**config.mk**
```make
export PLATFORM = sky130hd
export DESIGN_NAME = rbt_transceiver
export DESIGN_NICKNAME = d
export VERILOG_FILES = /design/src/hdl/rbt_pkg.sv /design/src/hdl/rbt_pin_if.sv /design/src/hdl/rbt_transceiver.sv /design/src/hdl/rbt_edge_det.sv
export SDC_FILE = /design/constraint.sdc
export NUM_CORES = 1
export LEC_CHECK = 0
export BUFFER_PORTS_ARGS = -buffer_cell sky130_fd_sc_hd__buf_2
export CAP_MARGIN = 20
export CORE_MARGIN = 3
export CORE_UTILIZATION = 47
export DETAILED_ROUTE_END_ITERATION = 12
export PLACE_DENSITY = 0.73
export SYNTH_ARGS = -nofsm -noshare
export SYNTH_HDL_FRONTEND = slang
export SYNTH_SLANG_ARGS = --single-unit
```
**constraint.sdc**
```tcl
create_clock -name clock -period 2.9 [get_ports clock]
set_input_delay 0 -clock clock [delete_from_list [all_inputs] [get_ports clock]]
set_output_delay 0 -clock clock [all_outputs]
set_load 0.02 [all_outputs]
```
**src/hdl/rbt_pkg.sv**
```systemverilog
/*
  Shared constants for the registered bus transceiver.
  Assumes a single system clock; the documented clocks arrive as sampled inputs.
*/
package rbt_pkg;
  localparam int unsigned RBT_WIDTH = 18;
  localparam int unsigned RBT_PIPE_DEPTH = 4;
  localparam int unsigned RBT_FIRST_STAGES = 3;
  localparam logic RBT_RESET_BIT = 1'h0;
  localparam logic [RBT_WIDTH-1:0] RBT_RESET_WORD = 18'h00000;
endpackage

```
**src/hdl/rbt_pin_if.sv**
```systemverilog
/*
  Bundle carrying the sampled clock edges and enables between top and core.
  Assumes edges are one-cycle pulses of the system clock.
*/
`timescale 1ns/1ps
interface rbt_pin_if;
  logic ab_edge;
  logic ba1_edge;
  logic ba2_edge;
  logic ab_en_n;
  logic ba_en_n;
  logic single_sel;
  modport src (output ab_edge, output ba1_edge, output ba2_edge,
    output ab_en_n, output ba_en_n, output single_sel);
  modport dst (input ab_edge, input ba1_edge, input ba2_edge,
    input ab_en_n, input ba_en_n, input single_sel);
endinterface

```
**src/hdl/rbt_transceiver.sv**
```systemverilog
/*
  Registered 18-bit two-way transceiver, A-to-B single register,
  B-to-A single register or four-stage pipeline.
  Assumes all pins are synchronous to clock; pads resolve the enables.
  Pad drivers and bus hold sit outside; only levels and enables leave here.
*/
`timescale 1ns/1ps
module rbt_transceiver #(
  parameter int unsigned WIDTH = rbt_pkg::RBT_WIDTH
) (
  input wire logic clock,
  input wire logic reset,
  input wire logic [WIDTH-1:0] a_in,
  output logic [WIDTH-1:0] a_out,
  output logic [WIDTH-1:0] a_oe_n,
  input wire logic [WIDTH-1:0] b_in,
  output logic [WIDTH-1:0] b_out,
  output logic [WIDTH-1:0] b_oe_n,
  input wire logic a_to_b_clock,
  input wire logic b_to_a_first_clock,
  input wire logic b_to_a_second_clock,
  input wire logic a_to_b_clock_en_n,
  input wire logic b_to_a_clock_en_n,
  input wire logic a_to_b_drive_en_n,
  input wire logic b_to_a_drive_en_n,
  input wire logic path_single_sel
);
  // Stages that shift on the first B-to-A clock
  localparam int unsigned FIRST = rbt_pkg::RBT_FIRST_STAGES;

  // Sampled edges and enables travel from the edge finder as one bundle
  rbt_pin_if pins ();
  // Front stages; the third feeds the last register in pipeline mode
  logic [WIDTH-1:0] stage_q [FIRST];
  // Last B-to-A register, shared by both path modes
  logic [WIDTH-1:0] ba_shadow_q;

  // Pad clock levels become one-cycle strobes; a clock held high is no edge
  rbt_edge_det u_edge (
    .clock(clock),
    .reset(reset),
    .a_to_b_clock(a_to_b_clock),
    .b_to_a_first_clock(b_to_a_first_clock),
    .b_to_a_second_clock(b_to_a_second_clock),
    .a_to_b_clock_en_n(a_to_b_clock_en_n),
    .b_to_a_clock_en_n(b_to_a_clock_en_n),
    .path_single_sel(path_single_sel),
    .pins(pins.src)
  );

  // Enabled load strobes for the register logic; the checks write them out again as sequences
  function automatic logic load_ok(input logic edge_seen, input logic en_n);
    return edge_seen & ~en_n;
  endfunction

  // A-to-B register; its value drives the B pads
  always_ff @(posedge clock or posedge reset) begin
    if (reset) begin
      b_out <= rbt_pkg::RBT_RESET_WORD;
    end else if (load_ok(pins.ab_edge, pins.ab_en_n)) begin
      b_out <= a_in;
    end
  end // Otherwise held

  // First three pipeline stages shift on the first B-to-A clock
  always_ff @(posedge clock or posedge reset) begin
    if (reset) begin
      for (int i = 0; i < FIRST; i++) begin
        stage_q[i] <= rbt_pkg::RBT_RESET_WORD;
      end
    end else if (load_ok(pins.ba1_edge, pins.ba_en_n)) begin
      stage_q[0] <= b_in;
      for (int i = 1; i < FIRST; i++) begin
        stage_q[i] <= stage_q[i-1];
      end
    end
  end

  // Final register: B direct when single, else third stage
  always_ff @(posedge clock or posedge reset) begin
    if (reset) begin
      ba_shadow_q <= rbt_pkg::RBT_RESET_WORD;
    end else if (load_ok(pins.ba2_edge, pins.ba_en_n)) begin
      ba_shadow_q <= pins.single_sel ? b_in : stage_q[FIRST-1];
    end
  end

  // Registered copy so the A pads come straight from a flip-flop
  // Costs one cycle of latency after the load strobe.
  always_ff @(posedge clock or posedge reset) begin
    if (reset) begin
      a_out <= rbt_pkg::RBT_RESET_WORD;
    end else begin
      a_out <= ba_shadow_q;
    end
  end

  // Drivers float unless enabled; low enable means driving
  always_ff @(posedge clock or posedge reset) begin
    if (reset) begin
      a_oe_n <= '1;
      b_oe_n <= '1;
    end else begin
      a_oe_n <= {WIDTH{b_to_a_drive_en_n}};
      b_oe_n <= {WIDTH{a_to_b_drive_en_n}};
    end
  end

  // Helper history for checks
  logic [WIDTH-1:0] b_hist_q;
  always_ff @(posedge clock or posedge reset) begin
    if (reset) begin
      b_hist_q <= rbt_pkg::RBT_RESET_WORD;
    end else begin
      b_hist_q <= b_in;
    end
  end
endmodule // rbt_transceiver

```
**src/hdl/rbt_edge_det.sv**
```systemverilog
/*
  Rising-edge detector for the three documented clock inputs.
  Assumes the inputs are synchronous to clock.
*/
`timescale 1ns/1ps
module rbt_edge_det (
  input wire logic clock,
  input wire logic reset,
  input wire logic a_to_b_clock,
  input wire logic b_to_a_first_clock,
  input wire logic b_to_a_second_clock,
  input wire logic a_to_b_clock_en_n,
  input wire logic b_to_a_clock_en_n,
  input wire logic path_single_sel,
  rbt_pin_if.src pins
);
  logic [2:0] prev_q;

  // Previous clock levels, for edge finding
  always_ff @(posedge clock or posedge reset) begin
    if (reset) begin
      prev_q <= '1; // A clock already high at release gives no edge
    end else begin
      prev_q <= {b_to_a_second_clock, b_to_a_first_clock, a_to_b_clock};
    end
  end

  // Low-to-high transitions only
  assign pins.ab_edge = a_to_b_clock & ~prev_q[0];
  assign pins.ba1_edge = b_to_a_first_clock & ~prev_q[1];
  assign pins.ba2_edge = b_to_a_second_clock & ~prev_q[2];
  assign pins.ab_en_n = a_to_b_clock_en_n;
  assign pins.ba_en_n = b_to_a_clock_en_n;
  assign pins.single_sel = path_single_sel;
endmodule // rbt_edge_det

```
==> results_dict.tcl <==
set metrics [dict create \
    outcome "finished clean" \
    critPathLaunchType "register" \
    finalSetupViolations 0 \
    htree_levels 4 \
    vias 2562 \
    initial_core_util_pct 48.67 \
    drive_gt1_share_pct 63.44 \
    cap_viol_max_count 0 \
    r2r_start "u_edge.prev_q[1]" \
    worstPathArrival_ns 2.32 \
    whs_ns 0.08115 \
    drt_iter0_drc 73 \
    placedCellCount 476 \
    synth.cell_area_sq_um 4539 \
    syn_inst 271 \
    drv_slew 0 \
    routedWlPerCell_um 13.84 \
    drt.antenna.violating_nets 0 \
    cts_tree "done" \
    finClkSkew_ns 0.005052 \
    finalPower_mw 5.389 \
    worstSetupEndpointType "register" \
    cts_buffers 17 \
    gp_congestion 0.7043 \
    clock_sink_count 113 \
    core_region_area_sq_um 9328 \
    r2r-end "stage_q[36]" \
    period_needed_ns 1.939 \
    die-area_sq_um 10870 \
    tns_ns 0 \
    multi_input_area_sq_um 1329 \
    rsz0062_at_grt "false" \
    dp_slack_ns 1.203 \
    ios 118 \
    syn_nets 317 \
    relSlewSlack_pct 58.82 \
    reg2reg_slack_ns 0.96 \
    die-width_um 104.3 \
    groute.usage.overall_pct 15.35 \
    ctsResizeCount 0 \
    grt_max_degree 114 \
    clkTransAtPathRegs_ns 0.05 \
    regArea_sq_um 2834 \
    drc 0 \
    area_growth_pct 32.97 \
    die_h_um 104.3 \
    fillCellCount 676 \
    ys_warn_count 0 \
    endpoint "stage_q[36]" \
    critical_path.max_fanout 7 \
    grt_pass1_wl_mm 13.19 \
    cts_setup_buffers 0 \
    cts_hold_buf 45 \
    required_ns 3.28 \
    grt_pass1_vias 2736 \
    tightestPinTransition_ns 0.6177 \
    clockBufferDepth 2 \
    avgViaCountPerCell 4.633 \
    startpoint "u_edge.prev_q[1]" \
    row_count 35 \
    vdd_drop_max_mv 0.5483 \
    io_buffers 117 \
    grt_antenna_before_repair 0 \
    criticalPathCategory "reg2reg" \
    routed_wl_mm 7.653 \
    power.density_nw_per_um2 892.9 \
    final_cells 553 \
    dr.pass1.iters 4 \
    postSynthAreaPerCell_sq_um 16.75 \
    post-dp-hpwl_mm 4.668 \
    reg2reg_depth 3 \
    final_hold_viol_count 0 \
    min_path_type "in2reg" \
    max_clock_freq_ghz 0.5156 \
    final_nets 457 \
    synth_cell_type_count 9 \
    grt_overflow 0 \
    timing.final.crit_share_pct 66.87 \
    cts_root_buf "clkbuf_8" \
    layout_setup_ws_ns 0.9607 \
    num_antenna_cells 0 \
    yosysSeqAreaShare_pct 62.43 \
    leakagePower_nw 2.832 \
    clk_latency_ns 0.50 \
    ys_seq_elements 113 \
]
## cells in the final DEF, fill, tap and decap left out, types with 5 or more instances in the layout
cell	netlist	layout
clkbuf_16	0	16
clkbuf_8	0	5
dlygate4sd3_1	0	45
dfstp_2	5	5
dfrtp_1	108	108
mux2_4	20	20
buf_2	0	117
mux2_2	88	88
## cell families (layout without fill, tap and decap cells)
group,Yosys count,after routing,synth area share [%]
DFF,113,113,62.43
muxes,108,108,28.45
buffers and inverters,47,200,8.627
and+or+nand+nor,3,3,0.4961
## metrics by stage
step	area, sq um	util [%]
global placement	4980	53.39
CTS	6036	64.71
finish	6036	64.71
floorplan	4543	-
detailed placement	4980	53.39
global route	6036	64.71
## final cells by class
type                    count  share of cell area [%]
flip-flops and latches    113                   46.95
multi-input cells         111                   22.01
repair buffers            167                   18.20
clock buffers              23                   7.898
well taps                 129                   2.674
clock inverters             9                   2.135
inverters                   1                  0.1244
## power by group
group / internal [mW] / switching (mW) / total [mW]
sequential: 2.06 / 0.218 / 2.28
clock: 1.39 / 0.670 / 2.07
combinational: 0.578 / 0.467 / 1.04
## worst max-delay path, stage by stage, from the launching register on
cell	delay [ns]
dfstp_2	0.36
nor3b_2	0.50
mux2_2	0.40
dlygate4sd3_1	0.56
## worst min path at each step
stage | from | end | cells past startpoint
after floorplan | b_to_a_drive_en_n | a_oe_n[0] | 0
after global placement | a_to_b_drive_en_n | b_oe_n[0] | 1
after detailed placement | a_to_b_drive_en_n | b_oe_n[0] | 1
after CTS | a_to_b_clock_en_n | b_out[8] | 4
after global routing | a_to_b_clock_en_n | b_out[0] | 4
final | a_to_b_clock_en_n | b_out[8] | 4
## Yosys cell counts
cell	n	area, sq um
dfstp_2	5	131.4
mux2_2	88	991.0
buf_4	37	277.8
buf_12	1	20.02
mux2_4	20	300.3
inv_1	1	3.750
nor3b_1	3	22.52
buf_6	8	90.09
dfrtp_1	108	2703
## flip-flops by register name (all words and copies together) (netlist names)
| register | count |
|---|---|
| stage_q | 54 |
| a_out | 18 |
| b_out | 18 |
| ba_shadow_q | 18 |
| u_edge.prev_q | 3 |
| a_oe_n | 1 |
| b_oe_n | 1 |
## metal layers
layer | vias to the layer above | global-route usage (%) | part of all wire (%)
met3 | 11 | 6.021 | 6.4
met2 | 98 | 24.49 | 47
li1 | 1182 | - | -
met1 | 1271 | 18.82 | 45
met4 | 0 | 5.983 | 1.3
met5 | - | 0 | 0
(Power assumes the default switching activity.)
